File: config.mk
export PLATFORM = sky130hd
export DESIGN_NAME = gyrfc_rate_filter_config
export DESIGN_NICKNAME = d
export VERILOG_FILES = /design/src/gyrfc_pkg.sv /design/src/gyrfc_sample_mem.sv /design/src/gyrfc_rate_filter_config.sv
export SDC_FILE = /design/constraint.sdc
export NUM_CORES = 1
export LEC_CHECK = 0
export ABC_AREA = 1
export ABC_CLOCK_PERIOD_IN_PS = 3500
export BUFFER_PORTS_ARGS = -buffer_cell sky130_fd_sc_hd__buf_2
export CAP_MARGIN = 20
export CORE_AREA = 2 2 246 224
export CTS_CLUSTER_DIAMETER = 50
export DETAILED_ROUTE_END_ITERATION = 7
export DIE_AREA = 0 0 248 226
export PLACE_DENSITY = 0.67
export SKIP_LAST_GASP = 1
export SYNTH_ARGS = -nofsm -noshare
export SYNTH_HDL_FRONTEND = slang
export SYNTH_SLANG_ARGS = --single-unit
File: constraint.sdc
create_clock -name mclk -period 3.5 [get_ports mclk]
set_input_delay 0 -clock mclk [delete_from_list [all_inputs] [get_ports mclk]]
set_output_delay 0 -clock mclk [all_outputs]
set_load 0.1 [all_outputs]
File: src/gyrfc_pkg.sv
// package: register map, field layout, filter table and timing counts of the rate filter config
package gyrfc_pkg;
  // register indices; the byte address on the bus is four times the index
  localparam logic [7:0] IDX_Z_OFFSET_HIGH = 8'h17;
  localparam logic [7:0] IDX_Z_OFFSET_LOW  = 8'h18;
  localparam logic [7:0] IDX_RATE_DIVIDER  = 8'h19;
  localparam logic [7:0] IDX_CONFIG        = 8'h1a;
  localparam logic [7:0] IDX_GYRO_CONFIG   = 8'h1b;
  localparam logic [7:0] IDX_STATUS        = 8'h40;
  localparam logic [7:0] IDX_FIFO_DATA     = 8'h41;
  localparam logic [7:0] IDX_FILTER_INFO   = 8'h42;

  // field positions
  localparam int CFG_POLICY_BIT  = 6;
  localparam int CFG_SYNC_LSB    = 3;
  localparam int CFG_LOWPASS_LSB = 0;
  localparam int GCFG_BYPASS_LSB = 0;
  localparam int INFO_RATE_LSB   = 14;
  localparam int INFO_TEMP_LSB   = 16;

  // reset values
  localparam logic [7:0] OFFSET_RESET  = 8'h00;
  localparam logic [7:0] DIVIDER_RESET = 8'h00;
  localparam logic [6:0] CONFIG_RESET  = 7'h00;
  localparam logic [1:0] BYPASS_RESET  = 2'h0;

  // timing: internal rates in Hz, periods in mclk cycles (rounded down)
  localparam int CLOCK_HZ     = 50_000_000;
  localparam int RATE_1K_HZ   = 1_000;
  localparam int RATE_8K_HZ   = 8_000;
  localparam int RATE_32K_HZ  = 32_000;
  localparam int CYCLES_1K    = CLOCK_HZ / RATE_1K_HZ;
  localparam int CYCLES_8K    = CLOCK_HZ / RATE_8K_HZ;
  localparam int CYCLES_32K   = CLOCK_HZ / RATE_32K_HZ;

  // lowpass settings that keep the 8 kHz rate
  localparam logic [2:0] LOWPASS_WIDE_LOW  = 3'h0;
  localparam logic [2:0] LOWPASS_WIDE_HIGH = 3'h7;

  // gyro 3 dB bandwidths in Hz
  localparam logic [13:0] GYRO_BW_BYPASS0 = 14'h1fed;
  localparam logic [13:0] GYRO_BW_BYPASS1 = 14'h0cd1;
  localparam logic [13:0] GYRO_BW_TABLE [8] = '{14'h00fa, 14'h00b0, 14'h005c, 14'h0029,
                                                 14'h0014, 14'h000a, 14'h0005, 14'h0cd1};
  // temperature 3 dB bandwidths in Hz
  localparam logic [12:0] TEMP_BW_WIDE  = 13'h0fa0;
  localparam logic [12:0] TEMP_BW_TABLE [8] = '{13'h0fa0, 13'h00bc, 13'h0062, 13'h002a,
                                                13'h0014, 13'h000a, 13'h0005, 13'h0fa0};

  // internal sample rate of the gyro path
  typedef enum logic [1:0] {RATE_1K, RATE_8K, RATE_32K} gyrfc_rate_type;
endpackage : gyrfc_pkg

File: src/gyrfc_sample_mem.sv
// small sample memory with a registered read port
`timescale 1ns/1ps
module gyrfc_sample_mem #(
  parameter int WIDTH  = 16,
  parameter int DEPTH  = 16,
  parameter int ADDR_W = $clog2(DEPTH)
) (
  // clock and reset
  input  wire logic              mclk,
  input  wire logic              reset,
  // write port
  input  wire logic              wrEn,
  input  wire logic [ADDR_W-1:0] wrAddr,
  input  wire logic [WIDTH-1:0]  wrData,
  // read port
  input  wire logic [ADDR_W-1:0] rdAddr,
  output logic      [WIDTH-1:0]  rdData
);
  logic [WIDTH-1:0] store [DEPTH];
  logic [WIDTH-1:0] rdData_reg;
  logic [WIDTH-1:0] rdData_next;

  // storage carries no reset, only the read register does
  always_ff @(posedge mclk) begin
    if (wrEn) begin
      store[wrAddr] <= wrData;
    end
  end

  // read register follows the address one cycle later
  always_comb begin
    rdData_next = store[rdAddr];
  end

  always_ff @(posedge mclk) begin
    if (reset) begin
      rdData_reg <= '0;
    end else begin
      rdData_reg <= rdData_next;
    end
  end

  assign rdData = rdData_reg;
endmodule : gyrfc_sample_mem

File: src/gyrfc_rate_filter_config.sv
// rate filter configuration: offset, rate divider, sync latch, fifo policy, filter select
// Behaviour
// (RL1) hold low byte of Z offset
// (RL2) add Z offset to gyro Z sample
// (RL3) sample rate is internal over one plus divider
// (RL4) divider input rate is 1 kHz
// (RL5) divider only with bypass zero, setting 1..6
// (RL6) policy one: full fifo drops new samples
// (RL7) policy zero: full fifo overwrites oldest
// (RL8) sync select places sync in bit 0
// (RL9) sync latch holds until strobe captures
// (RL10) lowpass setting used only without bypass
// (RL11) bypass bits select 32 kHz wide paths
// (RL12) rates and bandwidths per lowpass setting
// (RL13) bypass bits sit at gyro config [1:0]
// (RL14) host writes zero to config bit 7
// (RL15) strobe updates outputs and pushes fifo
`timescale 1ns/1ps
module gyrfc_rate_filter_config #(
  parameter int FIFO_DEPTH = 16,
  parameter int CYCLES_1K  = gyrfc_pkg::CYCLES_1K,
  parameter int CYCLES_8K  = gyrfc_pkg::CYCLES_8K,
  parameter int CYCLES_32K = gyrfc_pkg::CYCLES_32K
) (
  // clock and reset
  input  wire logic        mclk,
  input  wire logic        reset,
  // avalon-mm slave
  input  wire logic [9:0]  address,
  input  wire logic        read,
  input  wire logic        write,
  input  wire logic [31:0] writedata,
  input  wire logic [3:0]  byteenable,
  output logic      [31:0] readdata,
  output logic             waitrequest,
  // sync pin from outside
  input  wire logic        frameSyncPin,
  // raw samples from the sensor front end
  input  wire logic [15:0] rawTemp,
  input  wire logic [15:0] rawGyroX,
  input  wire logic [15:0] rawGyroY,
  input  wire logic [15:0] rawGyroZ,
  input  wire logic [15:0] rawAccelX,
  input  wire logic [15:0] rawAccelY,
  input  wire logic [15:0] rawAccelZ,
  // sensor output registers
  output logic      [15:0] tempData,
  output logic      [15:0] rateXData,
  output logic      [15:0] rateYData,
  output logic      [15:0] rateZData,
  output logic      [15:0] accelXData,
  output logic      [15:0] accelYData,
  output logic      [15:0] accelZData,
  // filter control towards the sensor path
  output logic             sampleStrobe,
  output logic             lowpassActive,
  output logic      [1:0]  internalRate,
  output logic      [13:0] gyroBandwidthHz,
  output logic      [12:0] tempBandwidthHz
);
  localparam int AW = $clog2(FIFO_DEPTH);
  localparam int CW = AW + 1;
  localparam logic [CW-1:0] FULL_COUNT = CW'(FIFO_DEPTH);

  // register state
  logic [7:0]  offsetHigh_reg, offsetHigh_next;
  logic [7:0]  offsetLow_reg, offsetLow_next;
  logic [7:0]  divider_reg, divider_next;
  logic [6:0]  config_reg, config_next;
  logic [1:0]  bypass_reg, bypass_next;
  logic        busAck_reg, busAck_next;
  logic [31:0] readdata_reg, readdata_next;
  logic [31:0] readMux;
  logic [7:0]  regIndex;
  logic        wrHit, rdPop;

  // rate and strobe state
  logic [15:0] baseCount_reg, baseCount_next;
  logic [7:0]  divCount_reg, divCount_next;
  logic        strobe_reg, strobe_next;
  logic        baseTick, divEffective;
  logic [15:0] basePeriod;
  gyrfc_pkg::gyrfc_rate_type rateSel;
  logic [13:0] gyroBw_reg, gyroBw_next;
  logic [12:0] tempBw_reg, tempBw_next;
  logic [1:0]  rate_reg, rate_next;

  // sync pin state
  logic [2:0]  pinSync_reg;
  logic        pinStable_reg, pinStable_next;
  logic        pinSeen_reg, pinSeen_next;
  logic        syncLatched_reg, syncLatched_next;
  logic        syncPending_reg, syncPending_next;
  logic        pinToggle;

  // fifo state
  logic [AW-1:0] wrPtr_reg, wrPtr_next;
  logic [AW-1:0] rdPtr_reg, rdPtr_next;
  logic [CW-1:0] count_reg, count_next;
  logic          memWrEn, fullEff, overwrite;
  logic [15:0]   memRdData;

  // sample path
  logic [15:0] userOffset, sumZ;
  logic [15:0] chanRaw [7];
  logic [15:0] chanOut [7];
  logic [15:0] chanNext [7];
  logic [2:0]  syncSel;
  logic [2:0]  lowpassSetting;
  logic        fifoPolicy;

  assign syncSel        = config_reg[gyrfc_pkg::CFG_SYNC_LSB +: 3];
  assign lowpassSetting = config_reg[gyrfc_pkg::CFG_LOWPASS_LSB +: 3];
  assign fifoPolicy     = config_reg[gyrfc_pkg::CFG_POLICY_BIT];

  // bus: one wait state on every access, so read data can come from a flop
  assign regIndex    = address[9:2];
  assign waitrequest = (read | write) & ~busAck_reg;
  assign wrHit       = write & busAck_reg & byteenable[0];
  assign rdPop       = read & busAck_reg & (regIndex == gyrfc_pkg::IDX_FIFO_DATA)
                       & (count_reg != '0);

  // read mux; unmapped and reserved bits read zero
  always_comb begin
    readMux = 32'h0000_0000;
    case (regIndex)
      gyrfc_pkg::IDX_Z_OFFSET_HIGH: readMux[7:0] = offsetHigh_reg;
      gyrfc_pkg::IDX_Z_OFFSET_LOW:  readMux[7:0] = offsetLow_reg;
      gyrfc_pkg::IDX_RATE_DIVIDER:  readMux[7:0] = divider_reg;
      gyrfc_pkg::IDX_CONFIG:        readMux[6:0] = config_reg;
      gyrfc_pkg::IDX_GYRO_CONFIG:   readMux[1:0] = bypass_reg;
      gyrfc_pkg::IDX_STATUS:        readMux = {20'h0_0000, 3'h0, syncPending_reg,
                                               syncLatched_reg, 2'h0, CW'(count_reg)};
      gyrfc_pkg::IDX_FIFO_DATA:     readMux[15:0] = memRdData;
      gyrfc_pkg::IDX_FILTER_INFO:   readMux = {3'h0, tempBw_reg, rate_reg, gyroBw_reg};
      default:                      readMux = 32'h0000_0000;
    endcase
  end

  // register writes take effect at the edge where waitrequest is low
  always_comb begin
    offsetHigh_next = offsetHigh_reg;
    offsetLow_next  = offsetLow_reg;
    divider_next    = divider_reg;
    config_next     = config_reg;
    bypass_next     = bypass_reg;
    busAck_next     = (read | write) & ~busAck_reg;
    readdata_next   = (read & ~busAck_reg) ? readMux : readdata_reg;
    if (wrHit) begin
      case (regIndex)
        gyrfc_pkg::IDX_Z_OFFSET_HIGH: offsetHigh_next = writedata[7:0];
        // (RL1) low offset byte
        gyrfc_pkg::IDX_Z_OFFSET_LOW:  offsetLow_next = writedata[7:0];
        gyrfc_pkg::IDX_RATE_DIVIDER:  divider_next = writedata[7:0];
        // (RL14) bit 7 not stored
        gyrfc_pkg::IDX_CONFIG:        config_next = writedata[6:0];
        // (RL13) bypass in bits 1:0
        gyrfc_pkg::IDX_GYRO_CONFIG:   bypass_next = writedata[gyrfc_pkg::GCFG_BYPASS_LSB +: 2];
        default:                      offsetLow_next = offsetLow_reg;
      endcase
    end
  end

  always_ff @(posedge mclk) begin
    if (reset) begin
      offsetHigh_reg <= gyrfc_pkg::OFFSET_RESET;
      offsetLow_reg  <= gyrfc_pkg::OFFSET_RESET;
      divider_reg    <= gyrfc_pkg::DIVIDER_RESET;
      config_reg     <= gyrfc_pkg::CONFIG_RESET;
      bypass_reg     <= gyrfc_pkg::BYPASS_RESET;
      busAck_reg     <= 1'b0;
      readdata_reg   <= 32'h0000_0000;
    end else begin
      offsetHigh_reg <= offsetHigh_next;
      offsetLow_reg  <= offsetLow_next;
      divider_reg    <= divider_next;
      config_reg     <= config_next;
      bypass_reg     <= bypass_next;
      busAck_reg     <= busAck_next;
      readdata_reg   <= readdata_next;
    end
  end
  assign readdata = readdata_reg;

  // filter selection; bit 0 of bypass wins over bit 1
  always_comb begin
    lowpassActive = (bypass_reg == 2'h0);
    if (bypass_reg[0]) begin
      // (RL11) widest path
      rateSel     = gyrfc_pkg::RATE_32K;
      gyroBw_next = gyrfc_pkg::GYRO_BW_BYPASS0;
      tempBw_next = gyrfc_pkg::TEMP_BW_WIDE;
    end else if (bypass_reg[1]) begin
      // (RL11) second wide path
      rateSel     = gyrfc_pkg::RATE_32K;
      gyroBw_next = gyrfc_pkg::GYRO_BW_BYPASS1;
      tempBw_next = gyrfc_pkg::TEMP_BW_WIDE;
    end else begin
      // (RL10) (RL12) table by setting
      rateSel     = (lowpassSetting == gyrfc_pkg::LOWPASS_WIDE_LOW ||
                     lowpassSetting == gyrfc_pkg::LOWPASS_WIDE_HIGH) ?
                    gyrfc_pkg::RATE_8K : gyrfc_pkg::RATE_1K;
      gyroBw_next = gyrfc_pkg::GYRO_BW_TABLE[lowpassSetting];
      tempBw_next = gyrfc_pkg::TEMP_BW_TABLE[lowpassSetting];
    end
    rate_next = rateSel;
    case (rateSel)
      gyrfc_pkg::RATE_32K: basePeriod = 16'(CYCLES_32K);
      gyrfc_pkg::RATE_8K:  basePeriod = 16'(CYCLES_8K);
      // (RL4) 1 kHz divider input
      gyrfc_pkg::RATE_1K:  basePeriod = 16'(CYCLES_1K);
      default:             basePeriod = 16'(CYCLES_1K);
    endcase
  end

  // (RL5) divider only in the 1 kHz lowpass range
  assign divEffective = lowpassActive && (lowpassSetting != gyrfc_pkg::LOWPASS_WIDE_LOW)
                        && (lowpassSetting != gyrfc_pkg::LOWPASS_WIDE_HIGH);
  // wrap with >= so a shorter period after a mode change does not stall the count
  assign baseTick = (baseCount_reg >= basePeriod - 16'h0001);

  // (RL3) divide internal ticks by one plus divider
  always_comb begin
    baseCount_next = baseTick ? 16'h0000 : baseCount_reg + 16'h0001;
    divCount_next  = divCount_reg;
    strobe_next    = 1'b0;
    if (baseTick) begin
      if (!divEffective || divCount_reg >= divider_reg) begin
        strobe_next   = 1'b1;
        divCount_next = 8'h00;
      end else begin
        divCount_next = divCount_reg + 8'h01;
      end
    end
  end

  always_ff @(posedge mclk) begin
    if (reset) begin
      baseCount_reg <= 16'h0000;
      divCount_reg  <= 8'h00;
      strobe_reg    <= 1'b0;
      gyroBw_reg    <= 14'h0000;
      tempBw_reg    <= 13'h0000;
      rate_reg      <= 2'h0;
    end else begin
      baseCount_reg <= baseCount_next;
      divCount_reg  <= divCount_next;
      strobe_reg    <= strobe_next;
      gyroBw_reg    <= gyroBw_next;
      tempBw_reg    <= tempBw_next;
      rate_reg      <= rate_next;
    end
  end
  assign sampleStrobe    = strobe_reg;
  assign gyroBandwidthHz = gyroBw_reg;
  assign tempBandwidthHz = tempBw_reg;
  assign internalRate    = rate_reg;

  // sync pin: three flops, a change counts once stages two and three agree
  assign pinToggle = (pinStable_reg != pinSeen_reg) && !syncPending_reg;

  // (RL9) toggle once, then hold until the strobe takes it
  always_comb begin
    pinStable_next   = (pinSync_reg[1] == pinSync_reg[2]) ? pinSync_reg[2] : pinStable_reg;
    pinSeen_next     = pinSeen_reg;
    syncLatched_next = syncLatched_reg;
    syncPending_next = syncPending_reg & ~strobe_reg;
    if (pinToggle) begin
      pinSeen_next     = pinStable_reg;
      syncLatched_next = ~syncLatched_reg;
      syncPending_next = 1'b1;
    end
  end

  always_ff @(posedge mclk) begin
    if (reset) begin
      pinSync_reg     <= 3'h0;
      pinStable_reg   <= 1'b0;
      pinSeen_reg     <= 1'b0;
      syncLatched_reg <= 1'b0;
      syncPending_reg <= 1'b0;
    end else begin
      pinSync_reg     <= {pinSync_reg[1:0], frameSyncPin};
      pinStable_reg   <= pinStable_next;
      pinSeen_reg     <= pinSeen_next;
      syncLatched_reg <= syncLatched_next;
      syncPending_reg <= syncPending_next;
    end
  end

  // (RL2) full sixteen-bit offset added, wrapping
  assign userOffset = {offsetHigh_reg, offsetLow_reg};
  assign sumZ       = rawGyroZ + userOffset;
  assign chanRaw[0] = rawTemp;
  assign chanRaw[1] = rawGyroX;
  assign chanRaw[2] = rawGyroY;
  assign chanRaw[3] = sumZ;
  assign chanRaw[4] = rawAccelX;
  assign chanRaw[5] = rawAccelY;
  assign chanRaw[6] = rawAccelZ;

  // one output register per channel, loaded on the strobe
  for (genvar ch = 0; ch < 7; ch++) begin : g_chan
    logic [15:0] out_reg, out_next;
    // (RL8) (RL15) sync bit replaces bit 0
    always_comb begin
      out_next = out_reg;
      if (strobe_reg) begin
        out_next = chanRaw[ch];
        if (syncSel == 3'(ch + 1)) begin
          out_next[0] = syncLatched_reg;
        end
      end
    end
    always_ff @(posedge mclk) begin
      if (reset) begin
        out_reg <= 16'h0000;
      end else begin
        out_reg <= out_next;
      end
    end
    assign chanOut[ch] = out_reg;
    // the fifo takes the value being loaded, not the one it replaces
    assign chanNext[ch] = out_next;
  end
  assign tempData   = chanOut[0];
  assign rateXData  = chanOut[1];
  assign rateYData  = chanOut[2];
  assign rateZData  = chanOut[3];
  assign accelXData = chanOut[4];
  assign accelYData = chanOut[5];
  assign accelZData = chanOut[6];

  // fifo of offset-corrected gyro Z; a pop in the same cycle frees a slot
  assign fullEff   = (count_reg == FULL_COUNT) && !rdPop;
  // (RL6) (RL7) policy decides drop or overwrite
  assign memWrEn   = strobe_reg && (!fullEff || !fifoPolicy);
  assign overwrite = strobe_reg && fullEff && !fifoPolicy;

  always_comb begin
    wrPtr_next = memWrEn ? wrPtr_reg + AW'(1) : wrPtr_reg;
    rdPtr_next = (rdPop || overwrite) ? rdPtr_reg + AW'(1) : rdPtr_reg;
    count_next = count_reg + CW'(memWrEn && !fullEff) - CW'(rdPop);
  end

  always_ff @(posedge mclk) begin
    if (reset) begin
      wrPtr_reg <= '0;
      rdPtr_reg <= '0;
      count_reg <= '0;
    end else begin
      wrPtr_reg <= wrPtr_next;
      rdPtr_reg <= rdPtr_next;
      count_reg <= count_next;
    end
  end

  gyrfc_sample_mem #(.WIDTH(16), .DEPTH(FIFO_DEPTH)) u_mem (
    .mclk   (mclk),
    .reset  (reset),
    .wrEn   (memWrEn),
    .wrAddr (wrPtr_reg),
    .wrData (chanNext[3]),
    .rdAddr (rdPtr_reg),
    .rdData (memRdData)
  );
endmodule : gyrfc_rate_filter_config

==> results.py <==
metrics = {
    "routing": {
        "vias_per_cell": 5.29,
        "final_antenna_net_count": 0,
        "drtIter0Drc": 1749,
        "drc": 0,
        "wl_per_cell_um": 18.8,
        "wl_um": 64600,
        "vias": 18200,
        "dr.pass1.iters": 6,
    },
    "sta": {
        "layout_setup_ws_ns": 0.464,
        "rsz0062_at_grt": "false",
        "setup_violations": 0,
        "tns_ns": 0,
        "max_slew_margin_pct": 30.0,
        "tightest_slew_ns": 1.05,
        "slew_viol_final": 0,
        "min_period_ns": 3.04,
        "skew_ns": 0.0243,
        "fmax_ghz": 0.329,
        "hold_violations": 0,
        "fin_crit_sh_pct": 86.7,
    },
    "synthesis": {
        "synth_top_cell_area_share_pct": 35.5,
        "synth_compound_area_share_pct": 13.7,
        "synth_area_leaders": "edfxtp_1, dfxtp_1, nor2_1",
        "synth_cell_type_count": 46,
        "synth_most_common_cell": "nor2_1",
        "synthFlopType": "edfxtp_1",
        "synth-adder-area-share_pct": 3.48,
        "ys_seq_elements": 508,
        "synth_area_mm2": 0.0217,
        "synth_edf_count": 256,
        "synth_top_area_cell": "edfxtp_1",
        "synth_xor_area_share_pct": 0.970,
        "netlist_instances": 2308,
        "async_reset_ff_share_pct": 0,
        "synth_top_family_by_area": "simple AND/OR/NAND/NOR gates",
        "yosysWarningCount": 0,
        "synth-seq-area-share_pct": 58.8,
        "synth-simple-area-share_pct": 17.1,
        "synth_commonest_cells": "nor2_1, o21ai_0, nand2_1",
        "synth.avg_cell_area_um2": 9.39,
        "muxShareOfSynthArea_pct": 0,
    },
    "critical_path": {
        "cp.arrival_ns": 3.55,
        "crit_chain": "clkinv_1 -> nand2_1 -> nand2_1 -> inv_1 -> nor2_1 -> ha_1 -> inv_1 -> ha_1 -> a21oi_1 -> o21ai_0 -> nor2_2 -> nand3_4 -> inv_2 -> nand2_1 -> nand2_1",
        "worstPathRequired_ns": 4.01,
        "cp-end-kind": "register",
        "critPathKind": "reg -> reg",
        "cp_top_family": "simple AND/OR/NAND/NOR gates",
        "reg2regPathDepth": 15,
        "reg2reg_slack_ns": 0.46,
        "path_buf_inv": 4,
        "critPathMaxFanout": 17,
        "worstSetupStartpointType": "register",
        "critPathMaxStageDelay_ns": 0.54,
        "cp_num_cells": 15,
        "path_common_cell": "nand2_1",
        "slowest_stage": "dfxtp_1",
    },
    "global_route": {
        "overflow": 0,
        "grt_pass1_wl_um": 97800,
        "grt_pass1_vias": 17100,
        "antenna_found_initial": 3,
        "grt_max_degree": 131,
        "track_usage_pct": 22.4,
    },
    "floorplan": {
        "die_w_um": 248,
        "initial_core_util_pct": 40.4,
        "rows": 81,
        "ioPinCount": 339,
        "die-area_mm2": 0.0560,
        "core-area_mm2": 0.0536,
        "die_h_um": 226,
    },
    "clock_network": {
        "post_cts_buffers": 0,
        "numCtsBuffers": 49,
        "root_buffer": "clkbuf_16",
        "clk_pin_slew_ns": 0.07,
        "worst_skew_pair.late_latency_ns": 0.58,
        "cts_tree": "done",
        "cts_buffer_depth": 3,
        "h-tree-depth": 2,
        "cts_sinks": 508,
    },
    "layout": {
        "syn2layout_area_growth_pct": 22.7,
        "seq_area_mm2": 0.0127,
        "multi_input_area_mm2": 0.00769,
        "nNetsFinal": 2922,
        "drive_gt1_share_pct": 18.3,
        "diodes": 0,
        "largest_reg_flops": 256,
        "n_fill_cell": 4784,
        "stdcell_count": 3446,
    },
    "power": {
        "peakVddDrop_mv": 0.537,
        "power.leakage_nw": 10.6,
        "finalPower_w": 0.0121,
        "power_density_mw_per_mm2": 454,
    },
    "place": {
        "placedCellCount": 3241,
        "dp_hpwl_um": 41900,
        "place_ws_ns": 0.381,
        "routabilityCongestion": 0.890,
        "io_buffers": 303,
    },
    "worst_hold_path": {
        "min_path_type": "in -> reg",
        "whs_path_depth": 5,
    },
    "run": {
        "maxCapViolCount": 0,
    },
    "outcome": {
        "status": "finished clean",
    },
}
==> placed cells by master (no fill, tap or decap), types with 13 or more instances in the layout <==
cell type | Yosys | final
a21oi_1 | 127 | 127
buf_2 | 33 | 302
buf_4 | 27 | 46
clkbuf_16 | 0 | 51
clkinv_2 | 0 | 14
dfxtp_1 | 252 | 249
dlygate4sd3_1 | 0 | 113
edfxtp_1 | 256 | 256
ha_1 | 57 | 57
inv_1 | 146 | 146
nand2_1 | 267 | 267
nand3_1 | 89 | 89
nor2_1 | 459 | 458
nor3_1 | 16 | 14
o211ai_1 | 51 | 51
o21ai_0 | 292 | 292
o21ai_1 | 13 | 13
o221ai_1 | 16 | 16
o22ai_1 | 14 | 14
xor2_1 | 15 | 15
==> stage by stage <==
step	utilization (%)	area (um2)	hold slack (ns)
global placement	44.5	23900	0.221
floorplan	-	21700	0.107
CTS	49.6	26600	0.00933
detailed placement	44.5	23900	0.226
finish	49.6	26600	0.0272
global route	49.6	26600	0.0537
==> where the power goes <==
| group | leakage, nW | switching [W] | internal, W |
|---|---|---|---|
| Clock | 0.779 | 0.00229 | 0.00296 |
| Combinational | 5.89 | 0.000380 | 0.000196 |
| Sequential | 3.96 | 0.0000203 | 0.00621 |
==> layout make-up <==
type / instances / area share [%]
clock inverter: 28 / 0.866
multi-input combinational: 1514 / 28.9
inverter: 162 / 2.30
tap: 705 / 3.32
timing repair buffer: 465 / 11.5
sequential: 508 / 47.9
clock buffer: 64 / 5.10
==> repair_timing <==
| action | CTS | global route |
|---|---|---|
| hold buffers | 113 | 0 |
| hold endpoints to repair | 153 | 0 |
| resized for setup | 0 | 1 |
| setup endpoints to repair | 0 | 2 |
==> final timing paths <==
kind / to / start
setup / recovery: divCount_reg[5] / config_reg[2]
hold / removal: readdata[26] / address[3]
setup reg to reg: divCount_reg[5] / config_reg[2]
hold reg to reg: pinSync_reg[1] / pinSync_reg[0]
==> cell families after synthesis <==
group,count (synthesis)
AND/OR/NAND/NOR,889
AO/OA/AOI/OAI,534
flip-flops,508
buffers and inverters,292
adder cells (fa/ha/maj),59
XOR/XNOR,24
other,2
==> per-layer routing <==
metal	up-vias	wire (um)	GRT usage [%]
li1	8593	-	-
met1	8647	27900	31.6
met2	816	29100	34.9
met3	163	5550	4.15
met4	4	2070	6.57
met5	-	27	0
==> worst reg2reg max path, delay by kind of cell (launching register included) <==
| family | cells | cell delay [ns] |
|---|---|---|
| fa+ha+maj | 2 | 0.55 |
| compound gates | 2 | 0.24 |
| flops | 1 | 0.54 |
| buf+inv | 4 | 0.74 |
| simple gates | 7 | 0.92 |
Note: power is estimated with default switching activity, not from simulation.
